===== config.mk =====
export PLATFORM = sky130hd
export DESIGN_NAME = ckm_top
export DESIGN_NICKNAME = d
export VERILOG_FILES = /design/src/ckm_pkg.sv /design/src/ckm_top.sv
export SDC_FILE = /design/constraint.sdc
export NUM_CORES = 1
export LEC_CHECK = 0
export BUFFER_PORTS_ARGS = -buffer_cell sky130_fd_sc_hd__buf_4
export CORE_UTILIZATION = 30
export DETAILED_ROUTE_END_ITERATION = 8
export PLACE_DENSITY = 0.57
export SLEW_MARGIN = 15
export SYNTH_ARGS = -nofsm -noshare
export SYNTH_HDL_FRONTEND = slang
export SYNTH_SLANG_ARGS = --single-unit

===== constraint.sdc =====
create_clock -name SYS_CLK -period 2.4 [get_ports SYS_CLK]
set_clock_uncertainty 0.05 [all_clocks]
set_input_delay 0.48 -clock SYS_CLK [delete_from_list [all_inputs] [get_ports SYS_CLK]]
set_output_delay 0.48 -clock SYS_CLK [all_outputs]
set_load 0.03 [all_outputs]

===== src/ckm_pkg.sv =====
// Package with register map, field positions, mode and strap codes and timing counts for the carkit mode block.
// Overview of operation
// ID grounded about 6 ms to exit audio
// Timed pulse bit grounds ID, self-clears
// Hold bit keeps ID grounded until cleared
// Dminus_pulse_request_bit 200-500 ns in audio, self-clears
// Accessory interrupts with 200-500 ns DP dip
// DP dip sets detector output and flag
// Detector enabled only in audio mode
// Accessory accepts 4-8 ms Id_timed_pulse_bit
// Power-up always in USB signalling mode
// Strap decoded into three default states
// Strap grounded: encoding 1, bidirectional 0
// Strap high: encoding 0, bidirectional 1
// Strap floating: both bits 1
// Power enable is pin AND control bit
// Enable pin forces pull-up and battery source
// Reset release latches defaults, enable 1 ms later
// Host later hands control to software
// Audio mode means mode code 100 or 101
// Pulses timed by counters at range centre
// Repeated pulse write does not restart pulse
package ckm_pkg;
    // Register byte offsets.
    localparam logic [7:0] ADDR_CTRL   = 8'h00;
    localparam logic [7:0] ADDR_MODE   = 8'h04;
    localparam logic [7:0] ADDR_STATUS = 8'h08;
    // Control register fields.
    localparam int CTRL_ID_HOLD   = 0;
    localparam int CTRL_ID_TIMED_PULSE_BIT  = 1;
    localparam int CTRL_DMINUS_PULSE_REQUEST_BIT  = 2;
    localparam int CTRL_PWR       = 3;
    // Mode register fields.
    localparam int MODE_LSB       = 0;
    localparam int MODE_SE0_ENC   = 4;
    localparam int MODE_BIDIR     = 5;
    // Status register fields.
    localparam int STAT_IRQ       = 0;
    localparam int STAT_DET       = 1;
    localparam int STAT_ID_SW     = 2;
    localparam int STAT_XCVR_EN   = 3;
    // Signalling mode codes.
    localparam logic [2:0] MODE_USB    = 3'h0;
    localparam logic [2:0] MODE_MONO   = 3'h4;
    localparam logic [2:0] MODE_STEREO = 3'h5;
    // Strap encodings on the two-bit strap input.
    localparam logic [1:0] STRAP_GND   = 2'h0;
    localparam logic [1:0] STRAP_FLOAT = 2'h1;
    localparam logic [1:0] STRAP_HIGH  = 2'h2;
    // Timing.
    localparam longint CLK_HZ        = 40000000;
    localparam longint ID_TIMED_PULSE_BIT_US   = 6000;
    localparam longint DMINUS_PULSE_REQUEST_BIT_NS   = 350;
    localparam longint PWRUP_US      = 1000;
    localparam int     ID_TIMED_PULSE_BIT_CYC  = int'(ID_TIMED_PULSE_BIT_US * CLK_HZ / 1000000);
    localparam int     DMINUS_PULSE_REQUEST_BIT_CYC  = int'(DMINUS_PULSE_REQUEST_BIT_NS * CLK_HZ / 1000000000);
    localparam int     PWRUP_CYC     = int'(PWRUP_US * CLK_HZ / 1000000);
    localparam int     CNT_W         = 18;
    typedef enum logic [1:0] {PU_IDLE, PU_WAIT, PU_DONE} ckm_pu_t;
endpackage : ckm_pkg


===== src/ckm_top.sv =====
// Carkit mode transition signalling and power-up control with an APB register slave.
//
// Chosen here: the APB interface to the registers and the address map.
`timescale 1ns/1ps
`default_nettype none
module ckm_top
    import ckm_pkg::*;
#(
    parameter int ID_CYC  = ID_TIMED_PULSE_BIT_CYC,
    parameter int PU_CYC  = PWRUP_CYC
)
(
    // Clock and reset.
    input  wire logic        SYS_CLK,
    input  wire logic        SRST,
    // APB slave.
    input  wire logic        PSEL,
    input  wire logic        PENABLE,
    input  wire logic        PWRITE,
    input  wire logic [7:0]  PADDR,
    input  wire logic [31:0] PWDATA,
    output logic      [31:0] PRDATA,
    output logic             PREADY,
    output logic             PSLVERR,
    // Device pins and analog controls.
    input  wire logic        ACTIVE_LOW_RESET_N,
    input  wire logic        ENABLE_PIN,
    input  wire logic [1:0]  BOOT_STRAP_PIN,
    input  wire logic        DP_BELOW_THRESH,
    output logic             ID_GROUND_SWITCH,
    output logic             DMINUS_PULSE_REQUEST_BIT_OUT,
    output logic             CARKIT_DET_OUT,
    output logic             CARKIT_IRQ_FLAG,
    output logic             XCVR_ENABLE,
    output logic             REG_ENABLE,
    output logic             DP_PULLUP_ON,
    output logic             REG_SRC_BATTERY,
    output logic      [2:0]  SIGNAL_MODE,
    output logic             SE0_ENCODING,
    output logic             BIDIRECTIONAL
);
    // Registers.
    logic             id_hold_low_bit;
    logic             id_timed_pulse_bit;
    logic             dminus_pulse_request_bit;
    logic             transceiver_power_ctrl_bit;
    logic [2:0]       mode;
    logic             enc_bit;
    logic             bidir_bit;
    logic             carkit_irq_flag;
    logic [CNT_W-1:0] id_cnt;
    logic [CNT_W-1:0] dm_cnt;
    logic [CNT_W-1:0] pu_cnt;
    logic             rst_n_q;
    logic             pu_enable;
    logic             id_done_q;
    logic             dm_done_q;
    ckm_pu_t          pu_state;

    // Decode of APB access.
    wire logic access  = PSEL & PENABLE;
    wire logic wr      = access & PWRITE;
    wire logic wr_ctrl = wr & (PADDR == ADDR_CTRL);
    wire logic wr_mode = wr & (PADDR == ADDR_MODE);
    wire logic wr_stat = wr & (PADDR == ADDR_STATUS);
    wire logic mapped  = (PADDR == ADDR_CTRL) | (PADDR == ADDR_MODE) | (PADDR == ADDR_STATUS);

    // Audio mode test shared by detector and Dminus_pulse_request_bit.
    function automatic logic is_audio(input logic [2:0] m);
        is_audio = (m == MODE_MONO) | (m == MODE_STEREO);
    endfunction

    wire logic audio      = is_audio(mode);
    wire logic det_live   = audio & DP_BELOW_THRESH;
    wire logic id_running = (id_cnt != '0);
    wire logic dm_running = (dm_cnt != '0);
    wire logic rst_rise   = ACTIVE_LOW_RESET_N & ~rst_n_q;
    wire logic pwr_en     = ENABLE_PIN & transceiver_power_ctrl_bit;

    // Strap decoding into default encoding and direction bits.
    wire logic strap_enc = (BOOT_STRAP_PIN != STRAP_HIGH);
    wire logic strap_bid = (BOOT_STRAP_PIN != STRAP_GND);

    // Pulse timers: ID at 6 ms, DM at 350 ns, both clocked by the logic clock.
    always_ff @(posedge SYS_CLK)
    begin
        if (SRST)
        begin
            id_cnt <= '0;
            dm_cnt <= '0;
        end
        else
        begin
            if (id_timed_pulse_bit & ~id_hold_low_bit & ~id_running & id_cnt == '0 & ~id_done_q)
                id_cnt <= CNT_W'(ID_CYC);
            else if (id_running)
                id_cnt <= id_cnt - 1'b1;
            if (dminus_pulse_request_bit & audio & ~dm_running & ~dm_done_q)
                dm_cnt <= CNT_W'(DMINUS_PULSE_REQUEST_BIT_CYC);
            else if (dm_running)
                dm_cnt <= dm_cnt - 1'b1;
        end
    end

    // One-cycle markers that a pulse has just ended, so the bit clears before restarting.
    always_ff @(posedge SYS_CLK)
    begin
        if (SRST)
        begin
            id_done_q <= 1'b0;
            dm_done_q <= 1'b0;
        end
        else
        begin
            id_done_q <= (id_cnt == CNT_W'(1));
            dm_done_q <= (dm_cnt == CNT_W'(1));
        end
    end

    // Control register; pulse bits self-clear at pulse end, writes during a pulse do not extend it.
    always_ff @(posedge SYS_CLK)
    begin
        if (SRST)
        begin
            id_hold_low_bit            <= 1'b0;
            id_timed_pulse_bit         <= 1'b0;
            dminus_pulse_request_bit   <= 1'b0;
            transceiver_power_ctrl_bit <= 1'b1;
        end
        else
        begin
            if (wr_ctrl)
            begin
                id_hold_low_bit            <= PWDATA[CTRL_ID_HOLD];
                transceiver_power_ctrl_bit <= PWDATA[CTRL_PWR];
            end
            if (id_done_q)
                id_timed_pulse_bit <= 1'b0;
            else if (wr_ctrl & ~id_running)
                id_timed_pulse_bit <= PWDATA[CTRL_ID_TIMED_PULSE_BIT];
            if (dm_done_q)
                dminus_pulse_request_bit <= 1'b0;
            else if (wr_ctrl & ~dm_running)
                dminus_pulse_request_bit <= PWDATA[CTRL_DMINUS_PULSE_REQUEST_BIT];
        end
    end

    // Mode register; powers up in USB mode, strap defaults latched at reset release.
    always_ff @(posedge SYS_CLK)
    begin
        if (SRST)
        begin
            mode      <= MODE_USB;
            enc_bit   <= 1'b1;
            bidir_bit <= 1'b0;
        end
        else if (rst_rise)
        begin
            mode      <= MODE_USB;
            enc_bit   <= strap_enc;
            bidir_bit <= strap_bid;
        end
        else if (wr_mode & ~ENABLE_PIN)
        begin
            mode      <= PWDATA[MODE_LSB +: 3];
            enc_bit   <= PWDATA[MODE_SE0_ENC];
            bidir_bit <= PWDATA[MODE_BIDIR];
        end
    end

    // Carkit flag: set wins over a write-one clear.
    always_ff @(posedge SYS_CLK)
    begin
        if (SRST)
            carkit_irq_flag <= 1'b0;
        else if (det_live)
            carkit_irq_flag <= 1'b1;
        else if (wr_stat & PWDATA[STAT_IRQ])
            carkit_irq_flag <= 1'b0;
    end

    // Power-up sequencer: 1 ms after reset release the transceiver and regulator may turn on.
    always_ff @(posedge SYS_CLK)
    begin
        if (SRST)
        begin
            rst_n_q   <= 1'b0;
            pu_state  <= PU_IDLE;
            pu_cnt    <= '0;
            pu_enable <= 1'b0;
        end
        else
        begin
            rst_n_q <= ACTIVE_LOW_RESET_N;
            case (pu_state)
                PU_IDLE:
                begin
                    pu_enable <= 1'b0;
                    if (rst_rise)
                    begin
                        pu_cnt   <= CNT_W'(PU_CYC);
                        pu_state <= PU_WAIT;
                    end
                end
                PU_WAIT:
                begin
                    if (~ACTIVE_LOW_RESET_N)
                        pu_state <= PU_IDLE;
                    else if (pu_cnt == CNT_W'(1))
                    begin
                        pu_enable <= 1'b1;
                        pu_state  <= PU_DONE;
                    end
                    else
                        pu_cnt <= pu_cnt - 1'b1;
                end
                PU_DONE:
                begin
                    if (~ACTIVE_LOW_RESET_N)
                    begin
                        pu_enable <= 1'b0;
                        pu_state  <= PU_IDLE;
                    end
                end
                default:
                    pu_state <= PU_IDLE;
            endcase
        end
    end

    // Registered pin outputs.
    always_ff @(posedge SYS_CLK)
    begin
        if (SRST)
        begin
            ID_GROUND_SWITCH <= 1'b0;
            DMINUS_PULSE_REQUEST_BIT_OUT     <= 1'b0;
            CARKIT_DET_OUT   <= 1'b0;
            XCVR_ENABLE      <= 1'b0;
            REG_ENABLE       <= 1'b0;
            DP_PULLUP_ON     <= 1'b0;
            REG_SRC_BATTERY  <= 1'b0;
        end
        else
        begin
            ID_GROUND_SWITCH <= id_hold_low_bit | id_running;
            DMINUS_PULSE_REQUEST_BIT_OUT     <= dm_running;
            CARKIT_DET_OUT   <= det_live;
            XCVR_ENABLE      <= pu_enable & pwr_en;
            REG_ENABLE       <= pu_enable & pwr_en;
            DP_PULLUP_ON     <= ENABLE_PIN;
            REG_SRC_BATTERY  <= ENABLE_PIN;
        end
    end

    // Read data mux.
    wire logic [31:0] rd_ctrl = {28'h000_0000, transceiver_power_ctrl_bit, dminus_pulse_request_bit,
                                 id_timed_pulse_bit, id_hold_low_bit};
    wire logic [31:0] rd_mode = {26'h000_0000, bidir_bit, enc_bit, 1'b0, mode};
    wire logic [31:0] rd_stat = {28'h000_0000, XCVR_ENABLE, ID_GROUND_SWITCH, CARKIT_DET_OUT, carkit_irq_flag};
    wire logic [31:0] rd_mux  = (PADDR == ADDR_CTRL) ? rd_ctrl :
                                (PADDR == ADDR_MODE) ? rd_mode :
                                (PADDR == ADDR_STATUS) ? rd_stat : 32'h0000_0000;

    // Read data register, captured in the setup cycle so it is valid in the access phase.
    always_ff @(posedge SYS_CLK)
    begin
        if (SRST)
            PRDATA <= 32'h0000_0000;
        else if (PSEL & ~PENABLE)
            PRDATA <= rd_mux;
    end

    assign PREADY          = 1'b1;
    assign PSLVERR         = access & ~mapped;
    assign CARKIT_IRQ_FLAG = carkit_irq_flag;
    assign SIGNAL_MODE     = mode;
    assign SE0_ENCODING    = enc_bit;
    assign BIDIRECTIONAL   = bidir_bit;
endmodule // ckm_top
`default_nettype wire


# Word level (Yosys, flattened, before mapping)
# Cells that the tools add are included.
# W data, S select, Z words.
# word_totals
register_bits	107
inputBits	50
out_inout_bits	47
wordCells	124
# op_classes
add_sub_neg	3
n_eq_ne	16
muxes	26
n_bitwise	35
reduce_logical	20
# op_table
op	n
$mux W18	5
$eq A18 B1 Y1 const B	3
$sub A18 B1 Y18 const B	3
$pmux W18 S2	1
$reduce_bool A18 Y1	2
$and A1 B1 Y1	22
$logic_not A18 Y1	1
$mux W4	3
$mux W6	2
$ne A2 B2 Y1 const B	6
$reduce_bool A2 Y1	6
$reduce_or A2 Y1	5
$mux W1	9
$not A1 Y1	9
$eq A8 B3 Y1 const B	1
$eq A8 B4 Y1 const B	1
$logic_not A8 Y1	1
$mux W2	4
$reduce_and A4 Y1	2
$eq A3 B3 Y1 const B	2
$pmux W2 S3	1
$or A1 B1 Y1	4
$ne A3 B3 Y1 const B	1
$pmux W1 S3	1
5 further kinds	5

# Depth between registers and ports, before layout
# Gate-level depths: netlist of run 1.
# depth
ltp_word	6
ltp_mapped	8
ltp_nobuf	7

# Least setup slack after synthesis of run 1
# OpenSTA, ideal clock, no wires.
# synth_path
path_type	register to register
from	register dm_cnt[0]
to	register dm_cnt[10]
setup_ps	117
arrival_time_ps	1779
required_time_ps	2233
setup_slack_ps	454
path_stages_with_launch	8
path_buffers	0
period_less_slack_ps	1946
cell_sequence	dfxtp_1 inv_1 ha_1 or4b_1 or2_2 nor4_2 xnor2_1 nor2_1
# synth_via
elab_chain_cells	5
word_cells_on_any_way	6
classes_between	add/sub: 1; bitwise: 3; reduce/logical: 2
# synth_lines
item	line_no	rtl
start, declared	ckm_top.sv:52	logic [CNT_W-1:0] dm_cnt;
start signal, assigned	ckm_top.sv:99	dm_cnt <= CNT_W'(DMINUS_PULSE_REQUEST_BIT_CYC);
start signal, assigned	ckm_top.sv:101	dm_cnt <= dm_cnt - 1'b1;
parallel branches: the longest is 5 deep, another holds $sub A18 B1 Y18	n/a	
# Several ways; the timed one is not identified.
# A chain may end at the register's enable or synchronous reset.

# Worst setup path in the final report of run 1
# Ends and elaborated chain as after synthesis.

==> results.md, run 1 <==
* Yosys top cell by area: dfxtp_1
* Area grow syn2layout at 17.2%
* FP Rows at 42
* Placed Area at 4590 sq um
* Top post-synthesis cells by area: dfxtp_1, nor2_1, buf_4
* Synth warn at 0
* Final setup margin at 0.211 ns
* Endpoints failing hold at 0
* Final instance area at 4920 sq um
* Mapped Area at 4200 sq um
* Tmin final at 2.19 ns
* Highest-count cells in the layout ignoring fill and taps: dfxtp_1, nor2_1, buf_4
* Critical path's top delay family: simple AND/OR/NAND/NOR gates
* Remaining global-route overflow at 0
* Max-cap violation count at 0
* First-pass GRT wire length at 15500 um
* # diodes at 0
* Vias at 3419
* Max IR drop VDD at 0.380 mV
* Buffers on Ports at 43
* Filler cell count at 1361
* Slew headroom at 59.0%
* TritonCTS clock tree: done
* Worst-path clk slew at 0.06 ns
* Leakage power at 1.91 nW
* Post-CTS Setup Bufs at 0
* Status: completed
* Crit start category: flip-flop
* Initial Util at 31.2%
* Number of global-route vias before repair at 3280
* CTS buffer count at 9
* Drt total wl at 9280 um
* Die Wd at 120 um
* Via-to-Cell Ratio at 4.88
* Worst Tran Pin Value at 0.614 ns
* Netlist cell types at 59
* Share of synthesized flip-flops with an asynchronous set or reset at 0%
* Initial drt markers at 181
* Commonest non-fill, non-tap cell in the layout: dfxtp_1
* Placement Setup Slack at 0.221 ns
* Hold WC Path Type: in -> reg
* GRT Total Usage at 13.5%
* Max incr delay on CP at 0.59 ns
* H-tree depth at 3
* Post-CTS sizing at 0
* Full die area at 14500 sq um
* Synth top area share at 38.7%
* Kind of critical path: reg -> reg
* Fin nets at 578
* GP Congestion at 0.775
* Buffer and inverter count on the worst path at 1
* CP endpoint kind: flip-flop
* Pwr Density at 1110 nW/um^2
* Crit-path max FO at 6
* Final setup fails at 0
* Largest net degree at the start of global routing at 35
* Area taken by multi-input logic gates at 2330 sq um
* Setup TNS Final at 0 ns
* IO Count at 97
* Post-synthesis sequential area ratio at 38.7%
* Drt drc at 0
* CP Data Required Time at 2.56 ns
* Slowest CP cell: or4b_1
* Unrepaired setup endpoints after global routing: no
* Crit path DAT at 2.35 ns
* Clk sinks at 81
* Hold_buf cts at 0
* Max-slew violations at 0
* CTS max path bufs at 2
* Die Height at 120 um
* Antenna viol nets, final at 0
* Wire length per cell at 13.2 um
* CP Cell Sequence: inv_1, ha_1, or4b_1, or2_2, nor4_2, xnor2_1, nor2_1
* Core Area at 13500 sq um
* DP HPWL at 6730 um
* Initial antenna violation count at 0
* Share of cells above drive strength 1 at 16.4%
* Prevailing post-synth register cell: dfxtp_1
* Fmax at 457 MHz
* Synthesis-stage register bit count at 81
* Clock root cell: clkbuf_16
* Register Area at 1620 sq um
* Syn Inst Count at 480
* Worst skew pair latency at 0.34 ns
* EDFF count, synth at 0
* Drt first pass iters at 4
* Period Utilization, post-route at 91.2%
* Syn_area_per_cell at 8.74 sq um
==> routing by layer <==
metal | global-route usage (%) | vias to the layer above | wire length (um)
met1 | 16.5 | 1590 | 4340
met4 | 5.94 | 0 | 142
met5 | 0 | - | 0
li1 | - | 1731 | -
met2 | 22.5 | 85 | 4380
met3 | 3.07 | 13 | 410
==> synth_stat cells, types with 10 or more instances <==
master    number
dfxtp_1       81
nor2_1        64
nand2_1       32
buf_4         31
a21oi_1       24
xnor2_1       22
nor3_1        19
nor4_1        15
a211oi_1      14
mux2i_1       14
clkbuf_1      13
o21ai_0       11
xor2_1        11
inv_1         10
nand3_1       10
==> tightest hold or removal path: cells and delay by family <==
family        cells  cell delay, ns
mux               1            0.06
buf+inv           1            0.08
simple gates      1            0.06
==> kinds of logic (layout without fill, tap and decap cells) <==
logic type	count (synthesis)	after routing	share of synthesized area, %
AND/OR/NAND/NOR	212	212	28.8
flip-flops	81	81	38.7
AO/OA/AOI/OAI	73	73	11.7
buffers and inverters	57	77	8.11
XOR/XNOR	33	33	6.89
multiplexers	14	14	3.34
adder cells (fa/ha/maj)	8	8	2.39
other	2	27	0.179
==> area by class of cell <==
type | instances | share of cell area, %
Multi-Input combinational cell | 367 | 47.3
Tap cell | 176 | 4.48
Inverter | 10 | 0.763
Timing Repair Buffer | 51 | 7.78
Clock inverter | 6 | 1.83
Clock buffer | 10 | 4.86
Sequential cell | 81 | 33.0
==> sequential cells by signal, indices dropped and copies added (netlist names), 2 cells and up <==
name and cells:
dm_cnt 18, id_cnt 18, pu_cnt 18, PRDATA 6, SIGNAL_MODE 3, pu_state 2
==> path summary, 6_finish.rpt <==
path	from	end	slack, ns	cells past startpoint
worst min-delay path	PWDATA[3]	transceiver_power_ctrl_bit	0.32	3
worst max-delay path	dm_cnt[0]	dm_cnt[10]	0.21	7
worst max register to register	dm_cnt[0]	dm_cnt[10]	0.21	7
worst min register to register	id_done_q	id_timed_pulse_bit	0.38	1
==> per-stage QoR <==
stage	std cells	power (mW)	hold WS [ns]	utilization [%]
after global placement	685	3.89	0.368	34.1
final	701	5.44	0.317	36.6
after CTS	701	5.48	0.301	36.6
after floorplan	505	3.57	0.364	-
after global routing	701	5.83	0.338	36.6
after detailed placement	685	3.95	0.374	34.1
==> power by group <==
group / switching [mW] / internal, mW
Clock: 0.568 / 0.943
Sequential: 0.250 / 1.59
Combinational: 1.27 / 0.816
Total: 2.09 / 3.35
Note: power is estimated with default switching activity, not from simulation.
==> run 2, diff against run 1 <==
--- a/config.mk
+++ b/config.mk
@@ -7,8 +7,11 @@
 export LEC_CHECK = 0
 export BUFFER_PORTS_ARGS = -buffer_cell sky130_fd_sc_hd__buf_4
 export CORE_UTILIZATION = 30
+export CTS_BUF_LIST = sky130_fd_sc_hd__clkbuf_4 sky130_fd_sc_hd__clkbuf_8
 export DETAILED_ROUTE_END_ITERATION = 8
+export GPL_TIMING_DRIVEN = 0
 export PLACE_DENSITY = 0.57
+export REMOVE_ABC_BUFFERS = 1
 export SLEW_MARGIN = 15
 export SYNTH_ARGS = -nofsm -noshare
 export SYNTH_HDL_FRONTEND = slang
==> run 2 against run 1 <==
Sequential share of layout area rose by 1.4 points; combinational power about the same; sequential cell count did not move; core utilization decreased by 1.5 points; routed wire length shrank 5.6%; worst setup slack worse by 0.042 ns; maximum frequency decreased by 1.9%; via count shrank 0.47%; worst hold slack lost 0.029 ns; die area is the same; critical path type is now in -> out; critical endpoint is now PSLVERR.
==> results.md, run 2 (synthesized netlist as in run 1, its figures left out) <==
* Highest-count cells in the layout ignoring fill and taps: dfxtp_1, nor2_1, buf_4
* Clock root cell: clkbuf_8
* Fmax at 448 MHz
* Crit-path max FO at 6
* Clk network pwr share at 18.7%
* Worst-path clk slew at 0.07 ns
* Crit start category: primary input
* Drt total wl at 8760 um
* Leakage power at 1.81 nW
* Tmin final at 2.23 ns
* Via-to-Cell Ratio at 4.91
* Remaining global-route overflow at 0
* Worst Tran Pin Value at 0.667 ns
* Slew headroom at 55.2%
* Full die area at 14500 sq um
* Post-CTS sizing at 0
* Placed Area at 4530 sq um
* CP endpoint kind: primary output
* Buffers on Ports at 43
* Clk sinks at 81
* Cell count after placement at 677
* Max-slew violations at 0
* GP Congestion at 0.760
* Hold WC Path Type: in -> reg
* Commonest non-fill, non-tap cell in the layout: dfxtp_1
* Flop-to-flop setup slack at 0.19 ns
* Initial Util at 31.2%
* Core Area at 13500 sq um
* Status: completed
* Final core utilization at 35.0%
* Die Wd at 120 um
* CP Data Required Time at 1.87 ns
* Number of global-route vias before repair at 3304
* TritonCTS clock tree: done
* Wire length per cell at 12.6 um
* Final instance area at 4710 sq um
* Top Registers: dm_cnt (18), id_cnt (18), pu_cnt (18)
* DP HPWL at 6340 um
* Layout Cells excl Fill at 693
* Endpoints failing hold at 0
* Worst skew pair latency at 0.36 ns
* Reg2reg end: id_cnt[9]
* Fin nets at 570
* Crit. Startpoint: PADDR[5]
* Vias at 3403
* # diodes at 0
* H-tree depth at 3
* Largest net degree at the start of global routing at 36
* Max-cap violation count at 0
* Final setup fails at 0
* GRT Total Usage at 12.9%
* Kind of critical path: in -> out
* Antenna viol nets, final at 0
* CTS max path bufs at 2
* Period Utilization, post-route at 93.0%
* Unrepaired setup endpoints after global routing: no
* First-pass GRT wire length at 14900 um
* FP Rows at 42
* Drt first pass iters at 6
* Area grow syn2layout at 12.4%
* Hold_buf cts at 0
* Crit path DAT at 1.70 ns
* Worst Hold End: transceiver_power_ctrl_bit
* Internal at 2.80 mW
* Die Height at 120 um
* Reg power frac at 38.3%
* R2r worst-path depth at 4
* Hold-critical path depth at 3
* Initial antenna violation count at 0
* CTS buffer count at 9
* IO Count at 97
* Drt drc at 0
* FF-to-FF Start: id_cnt[4]
* HP Start: PWDATA[3]
* Switching power at 2.00 mW
* Setup TNS Final at 0 ns
* Switch share at 41.7%
* Max IR drop VDD at 0.356 mV
* Pwr Density at 1020 nW/um^2
* Overall Power at 4.80 mW
* Comb pwr share at 43.0%
* Initial drt markers at 153
* Post-CTS Setup Bufs at 0
* Share of cells above drive strength 1 at 15.1%
==> run 2: worst max-delay path by stage <==
stage | end | slack, ns | cells past startpoint
3_5_place_dp | SE0_ENCODING | 0.10 | 6
6_report | PSLVERR | 0.17 | 6
4_1_cts | id_cnt[17] | 0.11 | 5
3_3_place_gp | id_cnt[8] | 0.10 | 5
5_1_grt | id_cnt[9] | 0.01 | 4
2_1_floorplan | id_cnt[1] | 0.42 | 4
==> run 2: layout make-up <==
type	count	area [sq um]
fillers	1407	8740
multi-input cells	367	2340
inverters	10	37.5
flip-flops and latches	81	1620
clock buffers	11	145
well taps	176	220
clock inverters	5	31.3
repair buffers	43	323
==> run 2: critical path, cell delays in order <==
cell	delay, ns
buf_4	0.10
nor4_1	0.48
nand2_1	0.26
a21oi_1	0.17
nor2_1	0.05
buf_4	0.16
==> run 2: metal layers <==
layer  vias up  share of wire (%)  global-route usage, %
li1       1720                  -                      -
met2        78                 47                   21.4
met4         0                1.8                   5.40
met3        11                4.6                   3.44
met5         -                  0                      0
met1      1594                 47                   15.6
==> run 2: power by group through the flow <==
stage                     Combinational, mW  Clock [mW]  Sequential, mW
after detailed placement               2.03           0            1.87
after global routing                   2.32       0.996            1.88
after global placement                 2.01           0            1.85
final                                  2.06       0.898            1.84
after CTS                              2.04       0.940            1.84
after floorplan                        1.61           0            1.85
==> run 2: metrics by stage <==
stage,setup slack [ns],hold WS (ns)
floorplan,0.425,0.359
global placement,0.100,0.371
detailed placement,0.101,0.384
CTS,0.110,0.276
global route,0.0114,0.291
finish,0.169,0.289
